### config.mk
export PLATFORM = sky130hd
export DESIGN_NAME = wte_top
export DESIGN_NICKNAME = d
export VERILOG_FILES = /design/src/wte_pkg.sv /design/src/wte_delay.sv /design/src/wte_outmux.sv /design/src/wte_top.sv
export SDC_FILE = /design/constraint.sdc
export NUM_CORES = 1
export LEC_CHECK = 0
export BUFFER_PORTS_ARGS = -buffer_cell sky130_fd_sc_hd__clkbuf_2
export CAP_MARGIN = 20
export CORE_ASPECT_RATIO = 0.9
export CORE_MARGIN = 2
export CORE_UTILIZATION = 60
export DETAILED_ROUTE_END_ITERATION = 6
export PLACE_DENSITY = 0.84
export SYNTH_ARGS = -nofsm -noshare
export SYNTH_HDL_FRONTEND = slang
export SYNTH_SLANG_ARGS = --single-unit
### constraint.sdc
create_clock -name clk_i -period 5.5 [get_ports clk_i]
set_clock_uncertainty 0.1 [all_clocks]
set_input_delay 1.1 -clock clk_i [delete_from_list [all_inputs] [get_ports clk_i]]
set_output_delay 1.1 -clock clk_i [all_outputs]
set_load 0.02 [all_outputs]
### src/wte_pkg.sv
package wte_pkg;

	// ------------------------------------------------------------
	// Register indices; the byte address is four times the index.
	// ------------------------------------------------------------
	localparam logic [5:0] IDX_CONTROL_C_REGISTER = 6'h02; // Output source select and override enable.
	localparam logic [5:0] IDX_CONTROL_D_REGISTER = 6'h03; // Override values per phase.
	localparam logic [5:0] IDX_EVCTRLA = 6'h08; // Input A detection and capture control.
	localparam logic [5:0] IDX_EVCTRLB = 6'h09; // Input B detection and capture control.
	localparam logic [5:0] IDX_INTEN = 6'h0c; // Interrupt enables.
	localparam logic [5:0] IDX_INTERRUPT_FLAG_REGISTER = 6'h0d; // Interrupt flags, write one to clear.
	localparam logic [5:0] IDX_STATUS = 6'h0e; // Run and fault state, read only.
	localparam logic [5:0] IDX_FAULT_OUTPUT_CONTROL = 6'h12; // Output enables and fault values.
	localparam logic [5:0] IDX_DELAY_CONTROL = 6'h14; // Delay source, trigger and prescaler.
	localparam logic [5:0] IDX_DELAY_VALUE = 6'h15; // Delay count.
	localparam logic [5:0] IDX_DEBUG_CONTROL = 6'h1e; // Debug run and debug fault.

	// ------------------------------------------------------------
	// Field positions.
	// ------------------------------------------------------------
	localparam int BIT_OVR = 0; // Override enable in CONTROL_C_REGISTER.
	localparam int BIT_CSEL = 6; // Output C source select in CONTROL_C_REGISTER.
	localparam int BIT_DSEL = 7; // Output D source select in CONTROL_C_REGISTER.
	localparam int BIT_EV_CAPT = 2; // Capture on event in EVCTRLx.
	localparam int BIT_EV_EDGE = 4; // Edge detection in EVCTRLx.
	localparam int BIT_OVF = 0; // Cycle end flag position.
	localparam int BIT_TRIGGER_FLAG_A = 2; // Trigger flag A position.
	localparam int BIT_TRIGGER_FLAG_B = 3; // Trigger flag B position.
	localparam int BIT_DEBUG_RUN_BIT = 0; // Debug run bit.
	localparam int BIT_DEBUG_FAULT_BIT = 2; // Debug fault bit.

	// ------------------------------------------------------------
	// Reset values, counts and codes.
	// ------------------------------------------------------------
	localparam logic [7:0] RST_REG = 8'h00; // Common reset value.
	localparam logic [2:0] CCP_WINDOW = 3'h4; // Instructions the unlock stays open.
	localparam logic [1:0] DLY_OFF = 2'h0; // Delay hardware unused.
	localparam logic [1:0] DLY_BLANK = 2'h1; // Input blanking owns the delay hardware.
	localparam logic [1:0] DLY_EVENT = 2'h2; // Delayed programmable output event.
	localparam logic [1:0] SLP_STANDBY = 2'h2; // Standby sleep code.
	localparam logic [1:0] SLP_PDOWN = 2'h3; // Power-down sleep code.
	localparam logic [1:0] PH_DEAD_A = 2'h0; // Phase codes from the counter core.
	localparam logic [1:0] PH_ON_A = 2'h1;
	localparam logic [1:0] PH_DEAD_B = 2'h2;
	localparam logic [1:0] PH_ON_B = 2'h3;

endpackage : wte_pkg

### src/wte_delay.sv
`timescale 1ns/100ps
`default_nettype none

// Programmable event: shares trigger and delay hardware with blanking.
module wte_delay import wte_pkg::*; (
	input wire logic clk_i,
	input wire logic rst_i,
	input wire logic run_i,
	input wire logic trig_i,
	input wire logic [1:0] sel_i,
	input wire logic [1:0] presc_i,
	input wire logic [7:0] val_i,
	output logic ev_o
);

	logic busy_reg; // A delay is counting.
	logic [7:0] pre_reg; // Prescaler divides the synchronizer clock.
	logic [7:0] cnt_reg; // Delay clocks counted so far.
	logic tick; // One delay clock.

	// Division factor is 1, 2, 4 or 8 from the prescaler field.
	assign tick = (pre_reg == ((8'h01 << presc_i) - 8'h01));

	// ------------------------------------------------------------
	// Delay counter; a new trigger while counting is ignored.
	// ------------------------------------------------------------
	always_ff @(posedge clk_i) begin
		if (rst_i) begin
			busy_reg <= 1'b0;
			pre_reg <= RST_REG;
			cnt_reg <= RST_REG;
			ev_o <= 1'b0;
		end else if (run_i) begin
			ev_o <= 1'b0;
			if (sel_i == DLY_BLANK) begin
				ev_o <= trig_i;
				busy_reg <= 1'b0;
			end else if (sel_i == DLY_EVENT) begin
				if (!busy_reg && trig_i) begin
					busy_reg <= (val_i != 8'h00);
					ev_o <= (val_i == 8'h00);
					pre_reg <= RST_REG;
					cnt_reg <= RST_REG;
				end else if (busy_reg) begin
					pre_reg <= tick ? 8'h00 : pre_reg + 8'h01;
					if (tick) begin
						cnt_reg <= cnt_reg + 8'h01;
						if (cnt_reg + 8'h01 == val_i) begin
							busy_reg <= 1'b0;
							ev_o <= 1'b1;
						end
					end
				end
			end else begin
				busy_reg <= 1'b0;
			end
		end
	end

endmodule : wte_delay
`default_nettype wire

### src/wte_outmux.sv
`timescale 1ns/100ps
`default_nettype none

// Output value selection: counter, override or fault values.
module wte_outmux import wte_pkg::*; (
	input wire logic clk_i,
	input wire logic rst_i,
	input wire logic run_i,
	input wire logic wave_a_i,
	input wire logic wave_b_i,
	input wire logic one_ramp_i,
	input wire logic [1:0] phase_i,
	input wire logic [7:0] control_c_register_i,
	input wire logic [7:0] control_d_register_i,
	input wire logic [7:0] fault_ctrl_i,
	input wire logic fault_i,
	output logic [3:0] out_o
);

	logic a_val; // Waveform A before fault handling.
	logic b_val; // Waveform B before fault handling.
	logic [3:0] src; // Per-output source before fault.

	// ------------------------------------------------------------
	// Override picks a value per phase instead of the counter.
	// ------------------------------------------------------------
	always_comb begin
		a_val = wave_a_i;
		b_val = wave_b_i;
		if (control_c_register_i[BIT_OVR]) begin
			if (one_ramp_i) begin
				a_val = (phase_i == PH_ON_A) ? control_d_register_i[1] : control_d_register_i[0];
				b_val = (phase_i == PH_ON_B) ? control_d_register_i[7] : control_d_register_i[6];
			end else begin
				a_val = control_d_register_i[{1'b0, phase_i}];
				b_val = control_d_register_i[{1'b1, phase_i}];
			end
		end
	end

	// C and D follow A or B
	assign src = {control_c_register_i[BIT_DSEL] ? b_val : a_val, control_c_register_i[BIT_CSEL] ? b_val : a_val,
		b_val, a_val};

	// ------------------------------------------------------------
	// Output flops; state freezes when the timer is stopped and no fault is present.
	// ------------------------------------------------------------
	genvar g;
	generate
		for (g = 0; g < 4; g++) begin : g_out
			always_ff @(posedge clk_i) begin
				if (rst_i) begin
					out_o[g] <= 1'b0;
				// A fault forces the outputs even while the timer is stopped.
				end else if (run_i || fault_i) begin
					out_o[g] <= fault_i ? fault_ctrl_i[g] : src[g];
				end
			end
		end
	endgenerate

endmodule : wte_outmux
`default_nettype wire

### src/wte_top.sv
// Implementation choices: the placing of the registers and the Wishbone register port.
`timescale 1ns/100ps
`default_nettype none

module wte_top import wte_pkg::*; (
	input wire logic clk_i,
	input wire logic rst_i,
	input wire logic ce_i,
	input wire logic por_i,
	input wire logic [7:0] fuse_i,
	input wire logic wb_cyc_i,
	input wire logic wb_stb_i,
	input wire logic wb_we_i,
	input wire logic [7:0] wb_adr_i,
	input wire logic [3:0] wb_sel_i,
	input wire logic [31:0] wb_dat_i,
	output logic [31:0] wb_dat_o,
	output logic wb_ack_o,
	input wire logic ccp_unlock_i,
	input wire logic insn_i,
	input wire logic [1:0] sleep_i,
	input wire logic debug_halt_i,
	input wire logic wave_a_i,
	input wire logic wave_b_i,
	input wire logic one_ramp_i,
	input wire logic [1:0] phase_i,
	input wire logic a_set_match_i,
	input wire logic a_clear_match_i,
	input wire logic b_set_match_i,
	input wire logic b_clear_match_i,
	input wire logic cycle_end_i,
	input wire logic ev_a_i,
	input wire logic ev_b_i,
	output logic [3:0] wave_out_o,
	output logic [3:0] out_en_o,
	output logic fault_a_o,
	output logic fault_b_o,
	output logic capture_a_o,
	output logic capture_b_o,
	output logic a_set_ev_o,
	output logic b_set_ev_o,
	output logic b_clear_ev_o,
	output logic prog_ev_o,
	output logic timer_run_o,
	output logic irq_ovf_o,
	output logic irq_trig_o
);

	// ------------------------------------------------------------
	// Registers.
	// ------------------------------------------------------------
	logic [7:0] control_c_register; // Source select and override enable.
	logic [7:0] control_d_register; // Override values A low, B high nibble.
	logic [7:0] evctrl_a_reg; // Input A control.
	logic [7:0] evctrl_b_reg; // Input B control.
	logic [7:0] int_en_reg; // Interrupt enables.
	logic [7:0] int_flag_reg; // Sticky interrupt flags.
	logic [7:0] fault_output_control; // Enables high nibble, fault values low.
	logic [7:0] delay_control; // Prescaler, trigger and source select.
	logic [7:0] delay_value; // Delay count.
	logic [7:0] debug_control; // Debug run and debug fault.
	logic fuse_pend_reg; // Fuse load still owed after reset.
	logic [2:0] ccp_cnt_reg; // Instructions left in the unlock window.
	logic ack_reg; // Bus acknowledge.
	logic ev_a_q_reg; // Previous input A level.
	logic ev_b_q_reg; // Previous input B level.

	// ------------------------------------------------------------
	// Decoded control.
	// ------------------------------------------------------------
	logic run; // Timer advances this cycle.
	logic dbg_fault; // Debug-forced fault on both inputs.
	logic in_a; // Input A detected.
	logic in_b; // Input B detected.
	logic ev_a_rise; // Rising edge on input A.
	logic ev_b_rise; // Rising edge on input B.
	logic req; // A bus request is present.
	logic wr_go; // Write takes effect this edge.
	logic [5:0] idx; // Register index from the address.
	logic [7:0] set_flags; // Hardware events this cycle.
	logic [7:0] rd_data; // Read multiplexer.
	logic trig_sel; // Selected delay trigger.

	// Byte-lane write check shared by every register.
	function automatic logic wr_hit(input logic [5:0] a, input logic [5:0] target,
		input logic go, input logic lane);
		wr_hit = go && lane && (a == target);
	endfunction : wr_hit

	assign req = wb_cyc_i && wb_stb_i;
	assign idx = wb_adr_i[7:2];
	assign wr_go = req && wb_we_i && ack_reg;
	assign wb_ack_o = ack_reg;

	// ------------------------------------------------------------
	// Run control.
	// ------------------------------------------------------------
	// stopped in standby and power-down
	assign run = ce_i && (sleep_i != SLP_STANDBY) && (sleep_i != SLP_PDOWN)
		&& !(debug_halt_i && !debug_control[BIT_DEBUG_RUN_BIT]);
	assign timer_run_o = run;

	assign dbg_fault = debug_halt_i && debug_control[BIT_DEBUG_FAULT_BIT];
	assign ev_a_rise = ev_a_i && !ev_a_q_reg;
	assign ev_b_rise = ev_b_i && !ev_b_q_reg;

	assign in_a = evctrl_a_reg[BIT_EV_EDGE] ? ev_a_rise : ev_a_i;
	assign in_b = evctrl_b_reg[BIT_EV_EDGE] ? ev_b_rise : ev_b_i;

	// Previous input levels for the edge detectors.
	always_ff @(posedge clk_i) begin
		if (rst_i) begin
			ev_a_q_reg <= 1'b0;
			ev_b_q_reg <= 1'b0;
		end else if (ce_i) begin
			ev_a_q_reg <= ev_a_i;
			ev_b_q_reg <= ev_b_i;
		end
	end

	// ------------------------------------------------------------
	// Input and event strobes, registered; each follows its condition one cycle later.
	// ------------------------------------------------------------
	always_ff @(posedge clk_i) begin
		if (rst_i) begin
			fault_a_o <= 1'b0;
			fault_b_o <= 1'b0;
			capture_a_o <= 1'b0;
			capture_b_o <= 1'b0;
			a_set_ev_o <= 1'b0;
			b_set_ev_o <= 1'b0;
			b_clear_ev_o <= 1'b0;
		end else if (ce_i) begin
			// debug fault holds while halted
			// The forced fault must survive a halted timer, or the safeguard is void.
			fault_a_o <= (run && in_a) || dbg_fault;
			fault_b_o <= (run && in_b) || dbg_fault;
			capture_a_o <= run && in_a && evctrl_a_reg[BIT_EV_CAPT];
			capture_b_o <= run && in_b && evctrl_b_reg[BIT_EV_CAPT];
			a_set_ev_o <= run && a_set_match_i;
			b_set_ev_o <= run && b_set_match_i;
			b_clear_ev_o <= run && b_clear_match_i;
		end
	end

	// ------------------------------------------------------------
	// Programmable output event.
	// ------------------------------------------------------------
	// any compare match, A clear included
	always_comb begin
		case (delay_control[3:2])
			2'h0: trig_sel = a_set_match_i;
			2'h1: trig_sel = a_clear_match_i;
			2'h2: trig_sel = b_set_match_i;
			2'h3: trig_sel = b_clear_match_i;
			default: trig_sel = 1'b0;
		endcase
	end

	wte_delay u_delay (
		.clk_i(clk_i),
		.rst_i(rst_i),
		.run_i(run),
		.trig_i(trig_sel),
		.sel_i(delay_control[1:0]),
		.presc_i(delay_control[5:4]),
		.val_i(delay_value),
		.ev_o(prog_ev_o)
	);

	// ------------------------------------------------------------
	// Output path.
	// ------------------------------------------------------------
	wte_outmux u_outmux (
		.clk_i(clk_i),
		.rst_i(rst_i),
		.run_i(run),
		.wave_a_i(wave_a_i),
		.wave_b_i(wave_b_i),
		.one_ramp_i(one_ramp_i),
		.phase_i(phase_i),
		.control_c_register_i(control_c_register),
		.control_d_register_i(control_d_register),
		.fault_ctrl_i(fault_output_control),
		.fault_i(ce_i && (fault_a_o || fault_b_o)),
		.out_o(wave_out_o)
	);

	assign out_en_o = fault_output_control[7:4];

	// ------------------------------------------------------------
	// Wishbone acknowledge: one wait cycle, dropped after one.
	// ------------------------------------------------------------
	always_ff @(posedge clk_i) begin
		if (rst_i) begin
			ack_reg <= 1'b0;
		end else if (ce_i) begin
			ack_reg <= req && !ack_reg;
		end
	end

	// Read data; unmapped addresses read zero.
	always_comb begin
		case (idx)
			IDX_CONTROL_C_REGISTER: rd_data = control_c_register;
			IDX_CONTROL_D_REGISTER: rd_data = control_d_register;
			IDX_EVCTRLA: rd_data = evctrl_a_reg;
			IDX_EVCTRLB: rd_data = evctrl_b_reg;
			IDX_INTEN: rd_data = int_en_reg;
			IDX_INTERRUPT_FLAG_REGISTER: rd_data = int_flag_reg;
			IDX_STATUS: rd_data = {5'h00, ccp_cnt_reg != 3'h0, fault_a_o || fault_b_o, run};
			IDX_FAULT_OUTPUT_CONTROL: rd_data = fault_output_control;
			IDX_DELAY_CONTROL: rd_data = delay_control;
			IDX_DELAY_VALUE: rd_data = delay_value;
			IDX_DEBUG_CONTROL: rd_data = debug_control;
			default: rd_data = RST_REG;
		endcase
	end

	// Read data is sampled in the request cycle and held while ack is high.
	always_ff @(posedge clk_i) begin
		if (rst_i) begin
			wb_dat_o <= 32'h0000_0000;
		end else if (ce_i && req && !ack_reg) begin
			wb_dat_o <= {24'h00_0000, rd_data};
		end
	end

	// ------------------------------------------------------------
	// Plain control registers.
	// ------------------------------------------------------------
	always_ff @(posedge clk_i) begin
		if (rst_i) begin
			control_c_register <= RST_REG;
			control_d_register <= RST_REG;
			evctrl_a_reg <= RST_REG;
			evctrl_b_reg <= RST_REG;
			int_en_reg <= RST_REG;
			delay_control <= RST_REG;
			delay_value <= RST_REG;
			debug_control <= RST_REG;
		end else if (ce_i) begin
			if (wr_hit(idx, IDX_CONTROL_C_REGISTER, wr_go, wb_sel_i[0])) begin
				control_c_register <= wb_dat_i[7:0];
			end
			if (wr_hit(idx, IDX_CONTROL_D_REGISTER, wr_go, wb_sel_i[0])) begin
				control_d_register <= wb_dat_i[7:0];
			end
			if (wr_hit(idx, IDX_EVCTRLA, wr_go, wb_sel_i[0])) begin
				evctrl_a_reg <= wb_dat_i[7:0];
			end
			if (wr_hit(idx, IDX_EVCTRLB, wr_go, wb_sel_i[0])) begin
				evctrl_b_reg <= wb_dat_i[7:0];
			end
			if (wr_hit(idx, IDX_INTEN, wr_go, wb_sel_i[0])) begin
				int_en_reg <= wb_dat_i[7:0];
			end
			if (wr_hit(idx, IDX_DELAY_CONTROL, wr_go, wb_sel_i[0])) begin
				delay_control <= wb_dat_i[7:0];
			end
			if (wr_hit(idx, IDX_DELAY_VALUE, wr_go, wb_sel_i[0])) begin
				delay_value <= wb_dat_i[7:0];
			end
			if (wr_hit(idx, IDX_DEBUG_CONTROL, wr_go, wb_sel_i[0])) begin
				debug_control <= wb_dat_i[7:0];
			end
		end
	end

	// ------------------------------------------------------------
	// Unlock window: counts instructions after the key.
	// ------------------------------------------------------------
	always_ff @(posedge clk_i) begin
		if (rst_i) begin
			ccp_cnt_reg <= 3'h0;
		end else if (ce_i) begin
			if (ccp_unlock_i) begin
				ccp_cnt_reg <= CCP_WINDOW;
			end else if (insn_i && ccp_cnt_reg != 3'h0) begin
				ccp_cnt_reg <= ccp_cnt_reg - 3'h1;
			end
		end
	end

	// ------------------------------------------------------------
	// Fault control. Non-power-on resets keep the old value, then
	// the fuse is loaded once in the first cycle after release.
	// ------------------------------------------------------------
	always_ff @(posedge clk_i) begin
		if (rst_i) begin
			fuse_pend_reg <= 1'b1;
			if (por_i) begin
				fault_output_control <= RST_REG;
			end
		end else if (ce_i) begin
			fuse_pend_reg <= 1'b0;
			if (fuse_pend_reg) begin
				fault_output_control <= fuse_i;
			end else if (wr_hit(idx, IDX_FAULT_OUTPUT_CONTROL, wr_go, wb_sel_i[0])
				&& ccp_cnt_reg != 3'h0) begin
				fault_output_control <= wb_dat_i[7:0];
			end
		end
	end

	// ------------------------------------------------------------
	// Interrupt flags. A hardware set wins over a clear.
	// ------------------------------------------------------------
	always_comb begin
		set_flags = RST_REG;
		set_flags[BIT_OVF] = run && cycle_end_i;
		set_flags[BIT_TRIGGER_FLAG_A] = run && in_a;
		set_flags[BIT_TRIGGER_FLAG_B] = run && in_b;
	end

	always_ff @(posedge clk_i) begin
		if (rst_i) begin
			int_flag_reg <= RST_REG;
		end else if (ce_i) begin
			if (wr_hit(idx, IDX_INTERRUPT_FLAG_REGISTER, wr_go, wb_sel_i[0])) begin
				int_flag_reg <= (int_flag_reg & ~wb_dat_i[7:0]) | set_flags;
			end else begin
				int_flag_reg <= int_flag_reg | set_flags;
			end
		end
	end

	assign irq_ovf_o = int_flag_reg[BIT_OVF] && int_en_reg[BIT_OVF];
	assign irq_trig_o = (int_flag_reg[BIT_TRIGGER_FLAG_A] && int_en_reg[BIT_TRIGGER_FLAG_A])
		|| (int_flag_reg[BIT_TRIGGER_FLAG_B] && int_en_reg[BIT_TRIGGER_FLAG_B]);
endmodule : wte_top
`default_nettype wire

==> flow_metrics.tcl <==
set metrics [dict create \
    status "finished, final reports clean" \
    cts_resized 0 \
    slew_viol_final 0 \
    layout_common_cells "nor2_1 (121), dfxtp_1 (116), nand3_1 (100), mux2i_1 (78), clkbuf_2 (72)" \
    ios 128 \
    ant_nets 0 \
    drt-initial-drc-count 681 \
    grt_max_degree 55 \
    startpoint_type "input port" \
    cp_common_cell "clkbuf_2" \
    cts_tree "done" \
    grt_usage_pct 33.3 \
    worst_path_max_delay_cell "inv_1" \
    wl_met2_um 8600 \
    synthFlopType "dfxtp_1" \
    synth_edf_count 8 \
    grt_pass1_vias 5879 \
    clk_pin_slew_ns 0.06 \
    layout_commonest_cell "nor2_1" \
    syn_inst 766 \
    hold_class "register to register" \
    wirelength_um 18800 \
    synthDistinctLibCells 61 \
    post-route-util_pct 69.1 \
    drc 0 \
    swShare_pct 23.5 \
    slowest_delay_ns 0.43 \
    arrival_ns 2.53 \
    io_buffer_count 73 \
    vias_per_cell 6.45 \
    wl_met1_um 7440 \
    hpwl_um 13000 \
    area_delta_synth_final_pct 13.5 \
    rows 36 \
    synth_top_area_cell "dfxtp_1" \
    netlist_area_um2 6520 \
    dieArea_um2 11700 \
    finalSetupTns_ns 0 \
    design_area_um2 7400 \
    yosysTopAreaCellShare_pct 35.6 \
    worstMarginPinSlew_ns 1.18 \
    fin_crit_ns 3.73 \
    post-cts-setup-buffer-count 0 \
    power_density_nw_per_um2 314 \
    placed_area_um2 6740 \
    p_clk_share_pct 52.6 \
    dr_wl_met3_um 1810 \
    clockRootBuffer "clkbuf_16" \
    drv_cap 0 \
    critPathKind "input port to output port" \
    wl_per_cell_um 19.7 \
    ctsHoldBuffers 0 \
    critPathRequiredTime_ns 4.30 \
    cts_buffer_depth 2 \
    min_period_over_period_pct 67.7 \
    p_comb_share_pct 7.2 \
    grt_pass1_wl_um 30000 \
    ys_async_sr_fraction_pct 0 \
    yosysSeqAreaShare_pct 39.3 \
    core_um2 10700 \
    cts_buffers 17 \
    antennaDiodeCount 0 \
    syn-mean-instance-area_um2 8.51 \
    overflow 0 \
    start_util_pct 60.8 \
    routabilityCongestion 0.923 \
    crit_chain "clkbuf_2 > nor2b_1 > nand2_1 > inv_1 > clkbuf_2" \
    clk_latency_ns 0.42 \
    p_leak_nw 3.01 \
    synthTopCellsByArea "dfxtp_1 (36%), mux2i_1 (12%), nand3_1 (7.7%)" \
    hold_violations 0 \
    timing.fmax_mhz 268 \
    synth-seq-cells 124 \
    grt_antenna_before_repair 0 \
    yosys_warnings 0 \
    internal-power_w 0.00178 \
    setup_violations 0 \
    routed-via-count 6131 \
    critPathMaxFanout 13 \
    die_w_um 114 \
    drive_above_1_share_pct 16.9 \
    p_sw_w 0.000546 \
    die_height_um 103 \
    firstDrtPassIters 6 \
    rsz0062_at_grt "false" \
    critPathCaptureType "output port" \
    clock_sinks 124 \
    seq_power_share_pct 40.2 \
    top_layer "met4" \
    fin_nets 886 \
    ir_drop_uv 248 \
    slew_headroom_pct 21.5 \
    h-tree-depth 4 \
]
==> Yosys cell counts, types with 4 or more instances <==
| library cell | n |
|---|---|
| a22oi_1 | 6 |
| nand2b_1 | 6 |
| nand2_1 | 33 |
| xnor2_1 | 15 |
| a31oi_1 | 4 |
| a21oi_1 | 19 |
| buf_4 | 36 |
| nor2b_1 | 8 |
| and2_1 | 4 |
| o2111ai_1 | 7 |
| and3_1 | 7 |
| inv_1 | 14 |
| clkbuf_1 | 29 |
| dfxtp_1 | 116 |
| xor2_1 | 4 |
| nor3_1 | 12 |
| mux2i_1 | 78 |
| nor4bb_1 | 4 |
| nor4_1 | 8 |
| ha_1 | 5 |
| nand3_1 | 100 |
| buf_2 | 16 |
| a41oi_1 | 5 |
| nor2_1 | 122 |
| nand4_1 | 25 |
| o21ai_0 | 18 |
| edfxtp_1 | 8 |
| mux2_2 | 4 |
==> cell families (layout without fill, tap and decap cells) <==
logic type / Yosys count / after routing / share of synthesized area (%)
multiplexers: 83 / 83 / 13.0
AO/OA/AOI/OAI: 87 / 87 / 9.23
XOR/XNOR: 19 / 19 / 2.55
flip-flops: 124 / 124 / 39.3
adder cells (fa/ha/maj): 5 / 5 / 0.959
AND/OR/NAND/NOR: 348 / 348 / 26.7
buffers and inverters: 99 / 128 / 8.19
other: 1 / 24 / 0.0575
==> routing by layer <==
layer  track usage, %  up-vias
met3             7.94       82
met2             52.3      416
met5                0        -
met4             20.7        0
li1                 -     2746
met1             42.0     2887
==> critical path, delay by kind of cell <==
kind | cells | cell delay, ns
and+or+nand+nor | 2 | 0.46
buffers and inverters | 3 | 0.95
==> cell type report <==
class                           instances  area, µm²
Fill cell                             783       3320
Multi-Input combinational cell        566       3540
Clock inverter                         12        194
Clock buffer                           20        447
Timing Repair Buffer                   82        442
Inverter                               14       52.6
Tap cell                              133        166
Sequential cell                       124       2560
==> stage by stage <==
| step | hold slack, ns | cells | power (W) | worst slack (ns) |
|---|---|---|---|---|
| CTS | 0.337 | 949 | 0.00232 | 1.87 |
| finish | 0.336 | 951 | 0.00233 | 1.77 |
| global placement | 0.318 | 916 | 0.00111 | 1.93 |
| detailed placement | 0.328 | 917 | 0.00111 | 1.86 |
| global route | 0.364 | 951 | 0.00239 | 1.72 |
| floorplan | 0.312 | 789 | 0.00107 | 2.22 |
==> final timing paths <==
path	to	depth (start not counted)	startpoint	slack [ns]
setup / recovery	timer_run_o	5	ce_i	1.77
hold / removal	int_flag_reg[6]$_SDFFE_PP0P_	2	int_flag_reg[6]$_SDFFE_PP0P_	0.34
hold reg to reg	int_flag_reg[6]$_SDFFE_PP0P_	2	int_flag_reg[6]$_SDFFE_PP0P_	0.34
setup reg to reg	u_delay.cnt_reg[2]$_SDFFE_PP0P_	7	delay_control[5]$_SDFFE_PP0P_	2.49
==> power groups by stage <==
| stage | clock [W] | combinational (W) | sequential [W] |
|---|---|---|---|
| 2_1_floorplan | 0 | 0.000116 | 0.000955 |
| 6_report | 0.00122 | 0.000168 | 0.000935 |
| 4_1_cts | 0.00123 | 0.000162 | 0.000935 |
| 5_1_grt | 0.00127 | 0.000179 | 0.000936 |
| 3_3_place_gp | 0 | 0.000155 | 0.000953 |
| 3_5_place_dp | 0 | 0.000161 | 0.000954 |
No activity file was read; power rests on OpenSTA's default activity.
